**config.mk**
```make
export PLATFORM = sky130hd
export DESIGN_NAME = src_reset_combiner
export DESIGN_NICKNAME = d
export VERILOG_FILES = /design/src/hw/src_pkg.sv /design/src/hw/src_reset_combiner.sv
export SDC_FILE = /design/constraint.sdc
export NUM_CORES = 1
export LEC_CHECK = 0
export BUFFER_PORTS_ARGS = -buffer_cell sky130_fd_sc_hd__buf_2
export CORE_MARGIN = 10
export CORE_UTILIZATION = 42
export DETAILED_ROUTE_END_ITERATION = 10
export PLACE_DENSITY = 0.64
export SLEW_MARGIN = 30
export SYNTH_ARGS = -nofsm -noshare
export SYNTH_HDL_FRONTEND = slang
export SYNTH_SLANG_ARGS = --single-unit
```
**constraint.sdc**
```tcl
create_clock -name clk -period 4.7 [get_ports clk]
set_clock_uncertainty 0.2 [all_clocks]
set_input_delay 0.235 -clock clk [delete_from_list [all_inputs] [get_ports clk]]
set_output_delay 0.235 -clock clk [all_outputs]
set_load 0.1 [all_outputs]
```
**src/hw/src_pkg.sv**
```systemverilog
// shared constants and types for the system reset combiner
package src_pkg;

	// ==========================================================
	// clock and settle timing
	localparam int unsigned CLK_PERIOD_NS = 50;
	localparam int unsigned POWERON_SETTLE_NS = 10000;
	localparam int unsigned BROWNOUT_SETTLE_NS = 10000;
	localparam int unsigned POWERUP_SETTLE_NS = 64000;
	// least times, so round up to whole cycles
	localparam int unsigned POWERON_SETTLE_CYC =
		(POWERON_SETTLE_NS + CLK_PERIOD_NS - 1) / CLK_PERIOD_NS;
	localparam int unsigned BROWNOUT_SETTLE_CYC =
		(BROWNOUT_SETTLE_NS + CLK_PERIOD_NS - 1) / CLK_PERIOD_NS;
	localparam int unsigned POWERUP_SETTLE_CYC =
		(POWERUP_SETTLE_NS + CLK_PERIOD_NS - 1) / CLK_PERIOD_NS;
	localparam int unsigned CNT_W = 12;

	// ==========================================================
	// register map
	localparam int unsigned ADDR_W = 4;
	localparam int unsigned DATA_W = 16;
	localparam logic [3:0] OFS_CAUSE = 4'h0;
	localparam logic [3:0] OFS_IRQ_STAT = 4'h4;
	localparam logic [3:0] OFS_IRQ_MASK = 4'h8;

	// reset cause bit positions
	localparam int unsigned NUM_CAUSE = 8;
	localparam int unsigned CAUSE_POWERON = 0;
	localparam int unsigned CAUSE_BROWNOUT = 1;
	localparam int unsigned CAUSE_CLEAR_PIN = 2;
	localparam int unsigned CAUSE_SOFTWARE = 3;
	localparam int unsigned CAUSE_WATCHDOG = 4;
	localparam int unsigned CAUSE_CONFIG = 5;
	localparam int unsigned CAUSE_TRAP = 6;
	localparam int unsigned CAUSE_ILLEGAL = 7;

	// reset values
	localparam logic [7:0] CAUSE_POWERON_RST = 8'h01;
	localparam logic [7:0] IRQ_MASK_RST = 8'h00;
	localparam logic [23:0] RESET_VECTOR = 24'h000000;

	// ==========================================================
	// types
	typedef enum logic [2:0]
	{
		SRC_ST_POWERON_WAIT = 3'b000,
		SRC_ST_POWERON_DLY = 3'b001,
		SRC_ST_BROWNOUT_LOW = 3'b010,
		SRC_ST_BROWNOUT_DLY = 3'b011,
		SRC_ST_POWERUP_DLY = 3'b100,
		SRC_ST_RUN = 3'b101
	} src_state_t;

	typedef struct packed
	{
		logic software_instr_reset;
		logic watchdog_timeout_reset;
		logic config_mismatch_reset;
		logic trap_conflict_reset;
		logic illegal_opcode;
		logic uninit_wreg;
		logic security_violation;
	} src_core_req_t;

	typedef struct packed
	{
		logic [3:0] addr;
		logic [15:0] wdata;
		logic wr;
		logic rd;
	} src_bus_req_t;

endpackage : src_pkg

```
**src/hw/src_reset_combiner.sv**
```systemverilog
// system reset combiner: source merge, supply sequencing, cause flags
// Operation
// (RULE1) all reset sources merge into one master reset output
// (RULE2) sources: power-on, brown-out, clear pin, software, watchdog, config, trap, illegal
// (RULE3) master reset is active while any source is active
// (RULE4) reset forces selected registers to defaults, others keep contents
// (RULE5) each reset event sets its own cause flag
// (RULE6) power-on clears all cause flags except the power-on flag at bit 0
// (RULE7) software may write any cause flag to one or zero at any time; here a source still active keeps its flag set over the write
// (RULE8) writing a cause flag never causes a reset
// (RULE9) software should clear cause flags after reading them
// (RULE10) power-on reset holds until supply is above threshold plus settle delay
// (RULE11) power-on reset sets cause bit 0
// (RULE12) brown-out reset asserts while supply is below brown-out threshold
// (RULE13) brown-out reset holds until supply recovers plus brown-out settle delay
// (RULE14) brown-out reset sets cause bit 1
// (RULE15) power-up delay runs after the brown-out delay before release
// (RULE16) every supply recovery restarts the whole brown-out and power-up delay
// (RULE17) on leaving reset the core fetches from address zero
// (RULE18) other cause flags sit at chosen bits, each set by its source
// (RULE19) async sources are synchronised; release is synchronous, held one cycle minimum
//
// Decided for this implementation: the address map and the plain strobed port.
module src_reset_combiner
(
	// clock and power-on reset
	input wire logic clk,
	input wire logic arst_n,
	// supply detectors and clear pin (asynchronous)
	input wire logic supply_above_poweron,
	input wire logic supply_below_brownout,
	input wire logic clear_pin_reset_n,
	// reset requests from core logic (same clock)
	input wire src_pkg::src_core_req_t core_req,
	// register port
	input wire src_pkg::src_bus_req_t bus_req,
	output logic [15:0] rd_data_q,
	// master reset and core start
	output logic master_reset_q,
	output logic core_start_q,
	output logic [23:0] fetch_addr_q,
	// interrupt
	output logic irq_q
);
	import src_pkg::*;

	// ==========================================================
	// reset release
	logic rst_meta_q;
	logic rst_n_s;

	always_ff @(posedge clk or negedge arst_n)
	begin
		if (!arst_n)
		begin
			rst_meta_q <= 1'b0;
			rst_n_s <= 1'b0;
		end
		else
		begin
			rst_meta_q <= 1'b1;
			rst_n_s <= rst_meta_q;
		end
	end

	// ==========================================================
	// input synchronisers
	// bit 2 brown-out low, bit 1 power-on ok, bit 0 clear pin active
	logic [2:0] pin_raw;
	logic [2:0] pin_meta_q;
	logic [2:0] pin_sync_q;
	logic brownout_low_s;
	logic poweron_ok_s;
	logic clear_active_s;

	assign pin_raw = {supply_below_brownout, supply_above_poweron, ~clear_pin_reset_n};

	always_ff @(posedge clk or negedge rst_n_s)
	begin
		if (!rst_n_s)
		begin
			pin_meta_q <= 3'h0;
			pin_sync_q <= 3'h0;
		end
		else
		begin
			pin_meta_q <= pin_raw; // [RULE19]
			pin_sync_q <= pin_meta_q;
		end
	end

	assign brownout_low_s = pin_sync_q[2];
	assign poweron_ok_s = pin_sync_q[1];
	assign clear_active_s = pin_sync_q[0];

	// ==========================================================
	// supply sequencer
	src_state_t state_q;
	logic [CNT_W-1:0] cnt_q;

	always_ff @(posedge clk or negedge rst_n_s)
	begin
		if (!rst_n_s)
		begin
			state_q <= SRC_ST_POWERON_WAIT;
			cnt_q <= '0;
		end
		else if (brownout_low_s)
		begin
			// low supply overrides any delay in progress
			state_q <= SRC_ST_BROWNOUT_LOW; // [RULE12]
			cnt_q <= '0;
		end
		else
		begin
			cnt_q <= cnt_q + 1'b1;
			case (state_q)
				SRC_ST_POWERON_WAIT:
				begin
					cnt_q <= '0;
					if (poweron_ok_s)
					begin
						state_q <= SRC_ST_POWERON_DLY; // [RULE10]
					end
				end
				SRC_ST_POWERON_DLY:
				begin
					if (!poweron_ok_s)
					begin
						state_q <= SRC_ST_POWERON_WAIT;
						cnt_q <= '0;
					end
					else if (cnt_q == CNT_W'(POWERON_SETTLE_CYC - 1))
					begin
						state_q <= SRC_ST_RUN; // [RULE10]
						cnt_q <= '0;
					end
				end
				SRC_ST_BROWNOUT_LOW:
				begin
					// recovery always starts the delay chain from zero
					state_q <= SRC_ST_BROWNOUT_DLY; // [RULE16]
					cnt_q <= '0;
				end
				SRC_ST_BROWNOUT_DLY:
				begin
					if (cnt_q == CNT_W'(BROWNOUT_SETTLE_CYC - 1))
					begin
						state_q <= SRC_ST_POWERUP_DLY; // [RULE13]
						cnt_q <= '0;
					end
				end
				SRC_ST_POWERUP_DLY:
				begin
					if (cnt_q == CNT_W'(POWERUP_SETTLE_CYC - 1))
					begin
						state_q <= SRC_ST_RUN; // [RULE15]
						cnt_q <= '0;
					end
				end
				SRC_ST_RUN:
				begin
					cnt_q <= '0;
				end
				default:
				begin
					state_q <= SRC_ST_POWERON_WAIT;
					cnt_q <= '0;
				end
			endcase
		end
	end

	// ==========================================================
	// source merge and master reset
	logic illegal_any;
	logic any_src;
	logic master_reset_d;

	assign illegal_any = core_req.illegal_opcode | core_req.uninit_wreg
		| core_req.security_violation; // [RULE2]
	assign any_src = clear_active_s | core_req.software_instr_reset
		| core_req.watchdog_timeout_reset | core_req.config_mismatch_reset
		| core_req.trap_conflict_reset | illegal_any; // [RULE2]
	// a low supply holds reset at once, without waiting for the state change
	assign master_reset_d = (state_q != SRC_ST_RUN) | brownout_low_s | any_src; // [RULE1] [RULE3] [RULE12]

	always_ff @(posedge clk or negedge rst_n_s)
	begin
		if (!rst_n_s)
		begin
			master_reset_q <= 1'b1;
		end
		else
		begin
			// registered, so release lands on a clock edge
			master_reset_q <= master_reset_d; // [RULE19]
		end
	end

	always_ff @(posedge clk or negedge rst_n_s)
	begin
		if (!rst_n_s)
		begin
			core_start_q <= 1'b0;
			fetch_addr_q <= RESET_VECTOR;
		end
		else
		begin
			core_start_q <= master_reset_q & ~master_reset_d; // [RULE17]
			if (master_reset_q)
			begin
				fetch_addr_q <= RESET_VECTOR; // [RULE17]
			end
		end
	end

	// ==========================================================
	// reset cause flags
	logic [NUM_CAUSE-1:0] ev_vec;
	logic [NUM_CAUSE-1:0] ev_prev_q;
	logic [NUM_CAUSE-1:0] cause_q;
	logic wr_cause;
	logic wr_stat;
	logic wr_mask;

	assign ev_vec[CAUSE_POWERON] = (state_q == SRC_ST_POWERON_WAIT)
		| (state_q == SRC_ST_POWERON_DLY); // [RULE11]
	assign ev_vec[CAUSE_BROWNOUT] = brownout_low_s; // [RULE14]
	assign ev_vec[CAUSE_CLEAR_PIN] = clear_active_s; // [RULE18]
	assign ev_vec[CAUSE_SOFTWARE] = core_req.software_instr_reset; // [RULE18]
	assign ev_vec[CAUSE_WATCHDOG] = core_req.watchdog_timeout_reset; // [RULE18]
	assign ev_vec[CAUSE_CONFIG] = core_req.config_mismatch_reset; // [RULE18]
	assign ev_vec[CAUSE_TRAP] = core_req.trap_conflict_reset; // [RULE18]
	assign ev_vec[CAUSE_ILLEGAL] = illegal_any; // [RULE18]

	assign wr_cause = bus_req.wr && (bus_req.addr == OFS_CAUSE);
	assign wr_stat = bus_req.wr && (bus_req.addr == OFS_IRQ_STAT);
	assign wr_mask = bus_req.wr && (bus_req.addr == OFS_IRQ_MASK);

	// cause flags survive every reset but power-on
	always_ff @(posedge clk or negedge rst_n_s)
	begin
		if (!rst_n_s)
		begin
			cause_q <= CAUSE_POWERON_RST; // [RULE6] [RULE11]
		end
		else if (wr_cause)
		begin
			// plain store; a live source still wins over the write
			cause_q <= bus_req.wdata[NUM_CAUSE-1:0] | ev_vec; // [RULE7] [RULE8]
		end
		else
		begin
			cause_q <= cause_q | ev_vec; // [RULE5]
		end
	end

	// ==========================================================
	// interrupt status and mask
	logic [NUM_CAUSE-1:0] irq_stat_q;
	logic [NUM_CAUSE-1:0] irq_mask_q;

	always_ff @(posedge clk or negedge rst_n_s)
	begin
		if (!rst_n_s)
		begin
			ev_prev_q <= '0;
		end
		else
		begin
			ev_prev_q <= ev_vec;
		end
	end

	genvar gi;
	generate
		for (gi = 0; gi < NUM_CAUSE; gi++)
		begin : g_stat
			always_ff @(posedge clk or negedge rst_n_s)
			begin
				if (!rst_n_s)
				begin
					irq_stat_q[gi] <= 1'b0;
				end
				else if (ev_vec[gi] && !ev_prev_q[gi])
				begin
					irq_stat_q[gi] <= 1'b1;
				end
				else if (wr_stat && bus_req.wdata[gi])
				begin
					irq_stat_q[gi] <= 1'b0;
				end
			end
		end
	endgenerate

	// mask is one of the registers a master reset forces
	always_ff @(posedge clk or negedge rst_n_s)
	begin
		if (!rst_n_s)
		begin
			irq_mask_q <= IRQ_MASK_RST;
		end
		else if (master_reset_q)
		begin
			irq_mask_q <= IRQ_MASK_RST; // [RULE4]
		end
		else if (wr_mask)
		begin
			irq_mask_q <= bus_req.wdata[NUM_CAUSE-1:0];
		end
	end

	always_ff @(posedge clk or negedge rst_n_s)
	begin
		if (!rst_n_s)
		begin
			irq_q <= 1'b0;
		end
		else
		begin
			irq_q <= |(irq_stat_q & irq_mask_q);
		end
	end

	// ==========================================================
	// read port
	always_ff @(posedge clk or negedge rst_n_s)
	begin
		if (!rst_n_s)
		begin
			rd_data_q <= 16'h0000;
		end
		else if (bus_req.rd)
		begin
			case (bus_req.addr)
				OFS_CAUSE: rd_data_q <= {8'h00, cause_q};
				OFS_IRQ_STAT: rd_data_q <= {8'h00, irq_stat_q};
				OFS_IRQ_MASK: rd_data_q <= {8'h00, irq_mask_q};
				default: rd_data_q <= 16'h0000;
			endcase
		end
		else
		begin
			rd_data_q <= 16'h0000;
		end
	end

	// ==========================================================
	// assertions
	AST_SRC_HOLDS: assert property (@(posedge clk) disable iff (!rst_n_s) // [RULE3]
		any_src |=> master_reset_q)
		else $error("source active but master reset low");

	AST_BROWNOUT_HOLD: assert property (@(posedge clk) disable iff (!rst_n_s) // [RULE12]
		brownout_low_s |=> master_reset_q && state_q == SRC_ST_BROWNOUT_LOW)
		else $error("brown-out did not hold reset");

	AST_BROWNOUT_FLAG: assert property (@(posedge clk) disable iff (!rst_n_s) // [RULE14]
		brownout_low_s |=> cause_q[CAUSE_BROWNOUT])
		else $error("brown-out flag not set");

	AST_POWERON_WAIT: assert property (@(posedge clk) disable iff (!rst_n_s) // [RULE10]
		(state_q == SRC_ST_POWERON_WAIT) |=> master_reset_q)
		else $error("reset released before supply good");

	AST_RUN_ENTRY: assert property (@(posedge clk) disable iff (!rst_n_s) // [RULE15]
		(state_q == SRC_ST_RUN) && $changed(state_q) |->
		($past(state_q) == SRC_ST_POWERON_DLY) || ($past(state_q) == SRC_ST_POWERUP_DLY))
		else $error("run entered skipping a delay");

	AST_RESTART: assert property (@(posedge clk) disable iff (!rst_n_s) // [RULE16]
		(state_q == SRC_ST_BROWNOUT_LOW) && !brownout_low_s |=>
		(state_q == SRC_ST_BROWNOUT_DLY) && (cnt_q == '0))
		else $error("delay chain did not restart");

	AST_SW_WRITE: assert property (@(posedge clk) disable iff (!rst_n_s) // [RULE7]
		wr_cause && (ev_vec == '0) |=> cause_q == $past(bus_req.wdata[7:0]))
		else $error("cause write not stored");

	AST_WRITE_NO_RESET: assert property (@(posedge clk) disable iff (!rst_n_s) // [RULE8]
		wr_cause && !master_reset_d |=> !master_reset_q)
		else $error("cause write caused a reset");

	AST_RELEASE: assert property (@(posedge clk) disable iff (!rst_n_s) // [RULE19]
		$fell(master_reset_q) |-> $past(state_q) == SRC_ST_RUN && !$past(any_src))
		else $error("release without clean run state");

	AST_FETCH_ZERO: assert property (@(posedge clk) disable iff (!rst_n_s) // [RULE17]
		$fell(master_reset_q) |-> core_start_q && fetch_addr_q == RESET_VECTOR)
		else $error("core start not at vector zero");

endmodule : src_reset_combiner

```
==> results, run 1 <==
- The worst setup path is captured at a register.
- In this run the worst path has a maximum fanout of 3.
- Once detail routing completed, the nets flagged for antenna violations numbered 0.
- Walking the worst path, the cells encountered are dlygate4sd3_1, buf_2, nor3_1, dlygate4sd3_1, nand2_1, dlygate4sd3_1.
- The run finished with clean final reports.
- The via count of the first global-routing pass is around 2200.
- The accumulated negative setup slack is 0 ps.
- The number of gates resized after CTS was 0.
- The worst setup slack after layout is around 2500 ps.
- In the detailed route, the total length drawn on met2 is around 3200 um.
- The distinct cell type count of the synthesized netlist is 43.
- In this run the critical register-to-register path is launched from cnt_q[8].
- The count of buffers added on input and output ports is 36.
- The number of iterations in the first detailed-routing pass is 4.
- The maximum number of pins on one net before global-route repair is between 60 and 70.
- Setup repair after global routing left no endpoint under its margin.
- For this design, the slowest cell found on the critical path is dlygate4sd3_1.
- In this run, CTS created clock tree buffers numbering 9.
- Row generation in the floorplan step produced 31 rows.
- The total clock sinks is 66.
- The number of buffers on the longest clock path is 2.
- The master cell of the clock root buffer is clkbuf_8.
- For the worst setup path, the data required time is roughly 4700 ps.
- The sequential fraction of the synthesis area is 52.8%.
- The detailed router placed between 2000 and 2500 vias in this run.
- The net count of the finished layout is around 380.
- After the flow finishes, the layout carries non-filler instances totaling about 450.
- In this run the cell area measured after placement is about 3300 um2.
- The highest achievable clock rate is about 450 MHz.
- In the routed layout, each cell is associated on average with a via count of approximately 4.8.
- The overall fraction of global-route tracks in use is about an eighth.
- The endpoint arrival time on the critical path is between 2000 and 2500 ps.
- At the pin with the least slew margin, the transition time is ~800 ps.
- The HPWL after detailed placement is around 4500 um.
- The count of endpoints failing setup in the final report is 0.
- The overflow left after global routing is 0.
- The post-placement setup slack is 2520 ps.
- The number of antenna diodes in the final layout is 0.
- The final max-slew violation count is 0.
- The congestion estimate from routability-driven global placement came to 0.818.
- The initial utilization of the core area, before any placement, comes to between 40 and 50%.
- The area growth from synthesis to final layout is 16.4%.
- The first-pass GRT wire length is between 10000 and 15000 um.
- In the synthesized netlist, the number of instances is 295.
- Tracing the worst setup path back leads to its startpoint at core_req[0].
- The placed instance count is 416.
- The routed design has about 6500 um of wire.
- The worst slew margin relative to its limit is 46.5%.
- The source of the worst hold timing path is bus_req[0].
- The mapped netlist covers ~3100 um2.
- The cell seen most often among critical-path stages is dlygate4sd3_1.
- Across the VDD grid, the largest voltage drop is 0.222 mV.
- The number of setup buffers added after CTS is 0.
- In this run, synthesis inferred 0 flip-flops with an integrated enable.
- The final core area utilization is approximately half.
- In the final routed layout, each cell accounts on average for about 14 um.
- The final instance area is between 3000 and 4000 um2.
- The category of the critical setup timing path is in2reg.
- The standby leakage power is between 1.5 and 2 nW.
- The number of antenna violations at the first check in global routing is 0.
- Dividing total power by cell area gives a power density of 367 nW/um2.
- In the synthesized netlist the async set-or-reset flop fraction comes to 100%.
- The number of remaining DRC errors is 0.
- The post-route minimum period is 2210 ps.
- After detailed routing, the wire length on met1 is approximately 2700 um.
- The die is between 100 and 150 um wide.
- The die covers between 10000 and 15000 um2.
- The number of register bits inferred by synthesis is 66.
- The min-delay analysis places its worst path in the category in2reg.
- The max-capacitance violation count is 0.
- The core region is 7250 um2.
- Cells with a size suffix above 1 make up roughly 17% of the layout.
- The clock transition at the register clock pins on the worst setup and hold paths after CTS is approximately 70 ps.
- The clock latency reported for the late side of the worst-skew pair is about 340 ps.
- The highest cell delay on the worst timing path is ~620 ps.
- After the first detailed-routing iteration, the DRC count stood at 93.
- The highest layer used for signal routing is met4.
- The number of top-level pins is 77.
- The die outline height is 106 um.
- The amount of wire on met3 after detailed routing is ~440 um.
- The fraction of the cycle the final worst path needs is 47.0%.
- The worst register-to-register path has a setup slack of about 2600 ps.
- The most used flip-flop cell after synthesis is dfrtp_1.
- For this run, the number of Yosys warnings is 0.
- The average cell area after synthesis is 10.6 um2.
- The clock tree synthesis step divided the H-tree into 3 levels.
- The hold violation count in the final report came to 0.
- STA classifies the critical path startpoint as an input port.
- TritonCTS built the clock tree.
==> stage by stage <==
stage	power, mW	hold WS [ps]
2_1_floorplan	0.853	-261
3_3_place_gp	0.865	-180
3_5_place_dp	0.868	-177
4_1_cts	1.35	109
5_1_grt	1.40	157
6_report	1.34	125
==> where the power goes <==
part	internal, mW	switching [mW]
logic	0.0564	0.204
registers	0.591	0.0178
clock network	0.260	0.210
==> layout make-up <==
| cell class | count | area, um2 |
|---|---|---|
| Clock buffer | 12 | 145 |
| Clock inverter | 4 | 51.3 |
| Inverter | 10 | 37.5 |
| Fill cell | 692 | 3600 |
| Sequential cell | 66 | 1660 |
| Multi-Input combinational cell | 204 | 1250 |
| Tap cell | 99 | 124 |
| Timing Repair Buffer | 57 | 388 |
==> final timing paths <==
path                            endpoint  depth (start not counted)
max in group asynchronous  pin_sync_q[0]                          1
setup reg to reg               cnt_q[10]                          4
hold / removal              rd_data_q[6]                          3
hold reg to reg            pin_sync_q[0]                          0
setup / recovery              cause_q[7]                          6
min in group asynchronous     state_q[0]                          1
==> cells in the mapped netlist (4+ instances only) <==
library cell | n | area [um2]
a211o_1 | 6 | 52.6
a21oi_1 | 11 | 55.1
a22o_1 | 6 | 52.6
a22oi_1 | 4 | 30.0
and3_1 | 4 | 25.0
buf_2 | 5 | 25.0
buf_4 | 35 | 263
clkbuf_1 | 5 | 18.8
dfrtp_1 | 64 | 1600
inv_1 | 10 | 37.5
mux2i_1 | 18 | 180
nand2_1 | 14 | 52.6
nand3_1 | 5 | 25.0
nand4_1 | 8 | 50.1
nor2_1 | 33 | 124
nor2b_1 | 10 | 62.6
nor3_1 | 14 | 70.1
xor2_1 | 8 | 70.1
==> cells by family (layout without fill, tap and decap cells) <==
group                      Yosys count  after routing  share of synthesized area, %
adders and majority gates            2              2                         0.798
and+or+nand+nor                    103            103                          17.3
buffers and inverters               56             83                          11.1
DFF                                 66             66                          52.8
other                                2             33                         0.240
AOI/OAI and AO/OA                   39             39                          9.58
xor gates and xnor gates             9              9                          2.51
muxes                               18             18                          5.75
==> routing by layer <==
metal  up-vias  track usage [%]
li1       1053                -
met1      1035             13.9
met2        52             19.2
met3         7             5.86
met4         0             2.90
met5         -                0
==> what timing repair did <==
item | in CTS | in global routing
endpoints found under the hold margin | 34 | 0
endpoints found under the setup margin | 0 | 0
hold buffers | 20 | 0
==> flip-flops by register name (all words and copies together) (netlist names) <==
register        cells
master_reset_q      1
pin_sync_q          3
ev_prev_q           8
rd_data_q           8
irq_mask_q          8
core_start_q        1
rst_n_s             1
irq_q               1
cnt_q              12
cause_q             8
rst_meta_q          1
irq_stat_q          8
pin_meta_q          3
state_q             3
==> critical path, delay by kind of cell <==
| kind | cells | cell delay (ps) |
|---|---|---|
| buffers and inverters | 4 | 1830 |
| and+or+nand+nor | 2 | 180 |
==> placed cells by master, fill, tap and decap left out, types with 2 or more instances in the layout <==
cell and count:
dfrtp_1 63, buf_2 36, nor2_1 33, conb_1 33
dlygate4sd3_1 20, mux2i_1 18, nand2_1 14, nor3_1 14
a21oi_1 11, nor2b_1 10, inv_1 10, clkbuf_8 10
nand4_1 8, xor2_1 8, a211o_1 6, a22o_1 6
nand3_1 5, and3_1 4, a22oi_1 4, and4_1 2
and2_1 2, nand2b_1 2, and4bb_2 2, a21o_1 2
o21ai_0 2, or3_1 2, ha_1 2, dfstp_2 2
clkbuf_1 2
Power figures use the tool's default switching activity.
==> run 2, diff against run 1 <==
Clock period 4.7 ns to 2.1 ns, I/O delays scaled along.
==> results, run 2 (synthesis gave the netlist of run 1 again) <==
- The number of rows created at floorplan came to 31 (unchanged).
- The accumulated negative setup slack is 0 ps (unchanged).
- The critical path endpoint category is a register.
- The overflow left after global routing is 0 (unchanged).
- The number of antenna violations at the first check in global routing is 0 (unchanged).
- The placed instance area came to 3300 um2 (+1.3%).
- The aggregate routed wire length is 6510 um (+0.43%).
- The worst ir drop on vdd was 0.462 mV (+110%).
- The power density relative to cell area is 810 nW/um2 (+120%).
- The highest cell delay on the worst timing path is 450 ps (-170 ps).
- The number of iterations in the first detailed-routing pass is 4 (unchanged).
- The effective utilization at floorplan came to 43.2% (unchanged).
- The via count is 2166 (+0.88%).
- The share of final-layout standard cells stronger than drive strength 1 is 18.6% (+1.3 points).
- The number of non-filler instances in the completed layout was 459 (+1.5%).
- The required arrival time at the worst endpoint is 2130 ps (-2600 ps).
- The worst-path maximum fanout is 5 (+2).
- The standby leakage power is 1.76 nW (+2.0%).
- The total clock sinks is 66 (unchanged).
- The total power consumption of the routed design is 3.01 mW (+130%).
- The first-pass GRT wire length is 11000 um (-0.25%).
- The clock transition at the register clock pins on the worst setup and hold paths after CTS is 80 ps (about the same).
- cnt_q holds more flip-flops than any other register.
- The logic gate share of total power came to 20.6% (+1.1 points).
- The core area came to 7250 um2 (unchanged).
- STA classifies the critical path startpoint as a register.
- The detailed router's first-iteration violation count is 71 (-24%).
- The master cell of the clock root buffer is clkbuf_8.
- In the layout the commonest cells are 63 x dfrtp_1, 36 x buf_2, 33 x nor2_1, 33 x conb_1, 23 x dlygate4sd3_1.
- After layout, the worst path uses about nine tenths of the clock period.
- The HPWL reported at the end of detailed placement is 4510 um (+0.74%).
- The sequential group share of total power was 45.2% (-0.2 points).
- The horizontal extent of the die was 106 um (unchanged).
- The count of endpoints failing setup in the final report is 0 (unchanged).
- The die outline height was 106 um (unchanged).
- The count of input and output buffers is 36 (unchanged).
- The antenna diode count is 0 (unchanged).
- The fill cell instance count of the final layout is 683 (-1.3%).
- The library cell used most frequently in the layout, excluding fill and tap cells, is dfrtp_1.
- The final core area utilization is 51.3% (+0.97 points).
- The number of top-level pins came to 77 (unchanged).
- The clock latency reported for the late side of the worst-skew pair is 340 ps (about the same).
- The signal on the critical path passes through nor4b_4, and4_1, nor3_1, o41ai_2.
- The final max-slew violation count is 0 (unchanged).
- The number of buffers on the longest clock path is 2 (unchanged).
- The hold violation count in the final report is 0 (unchanged).
- The final net count is 391 (+1.8%).
- The deepest level of the CTS H-tree was 3 (unchanged).
- The number of setup buffers added after CTS is 0 (unchanged).
- The remaining number of nets flagged by the antenna check after routing is 0 (unchanged).
- The highest achievable clock rate is approximately 530 MHz.
- The endpoint arrival time on the critical path is 1890 ps (-350 ps).
- TritonCTS built the clock tree.
- The placed instance count is 420 (+0.96%).
- The internal portion of total power is 2.02 mW (+120%).
- The final instance area is 3720 um2 (+1.9%).
- The maximum number of pins on one net before global-route repair came to 65 (unchanged).
- The number of vias per cell is 4.72 (-0.65%).
- The flip-flop count of the largest register, all copies and words added is 12 (unchanged).
- The flow ran to the end, and the final reports show no timing, DRC or antenna violations.
- Setup repair after global routing left no endpoint under its margin.
- The overall fraction of global-route tracks in use is 11.7% (-0.19 points).
- The net switching power is 0.991 mW (+130%).
- The area of the die is 11300 um2 (unchanged).
- The worst setup slack after layout is 231 ps (-2260 ps).
- The category of the critical setup timing path is reg2reg.
- The slowest library cell on the worst path is dfrtp_1.
- The final worst hold slack came to 24.1 ps (-101 ps).
- Compared with the post-synthesis result, the final layout area differs by 18.7%.
- The max-capacitance violation count was 0 (unchanged).
- The number of remaining DRC errors was 0 (unchanged).
- The placer congestion estimate is 0.810 (-0.98%).
- The total CTS buffers is 9 (unchanged).
- The clock power share is 34.2% (-0.9 points).
- The average wire per standard cell is 14.2 um (-1.1%).
- The net switching fraction of the power is 32.9% (+0.59 points).
- The worst min-delay path class is in2reg.
- The worst path in the final design needs a cycle of 1870 ps, including I/O delays and setup.
- The via count of the first global-routing pass is 2249 (+3.2%).
- The post-placement setup slack is 245 ps (-2280 ps).
[run 2: power by group through the flow]
stage                     clock network [mW]  registers [mW]  logic, mW
final                                   1.03            1.36      0.620
after global routing                    1.13            1.37      0.667
after CTS                               1.06            1.36      0.622
after detailed placement                   0            1.39      0.589
after global placement                     0            1.38      0.583
after floorplan                            0            1.42      0.490
[run 2: critical path, delay by kind of cell, from the launching register on]
family             cells  cell delay (ps)
and+or+nand+nor        3              760
AOI/OAI and AO/OA      1              350
DFF                    1              450
[run 2: per-layer routing]
metal | vias to the layer above | GRT usage, % | part of all wire [%]
met1 | 1033 | 13.3 | 43
li1 | 1072 | - | -
met3 | 8 | 5.56 | 7.0
met5 | - | 0 | 0
met4 | 0 | 2.51 | 0.85
met2 | 53 | 19.7 | 50
[run 2: worst paths after layout]
check,start,end,slack (ps),depth (start not counted)
worst min register to register,rst_n_s,pin_meta_q[2],70,1
min in group asynchronous,rst_n_s,pin_meta_q[2],70,1
max in group asynchronous,arst_n,rst_n_s,1130,3
worst min-delay path,bus_req[20],rd_data_q[5],20,4
worst max register to register,cnt_q[8],state_q[0],230,4
worst max-delay path,cnt_q[8],state_q[0],230,4
[run 2: timing repair]
| action | 4_1_cts | 5_1_grt |
|---|---|---|
| endpoints found under the hold margin | 44 | 0 |
| hold buffers | 23 | 0 |
| gates resized for setup | 0 | 0 |
[run 2: layout make-up]
class | instances | area (um2) | area share, %
Clock buffer | 9 | 124 | 3.33
Clock inverter | 7 | 70.1 | 1.88
Inverter | 10 | 37.5 | 1.01
Multi-Input combinational cell | 204 | 1250 | 33.6
Sequential cell | 66 | 1660 | 44.5
Tap cell | 99 | 124 | 3.33
Timing Repair Buffer | 64 | 460 | 12.4
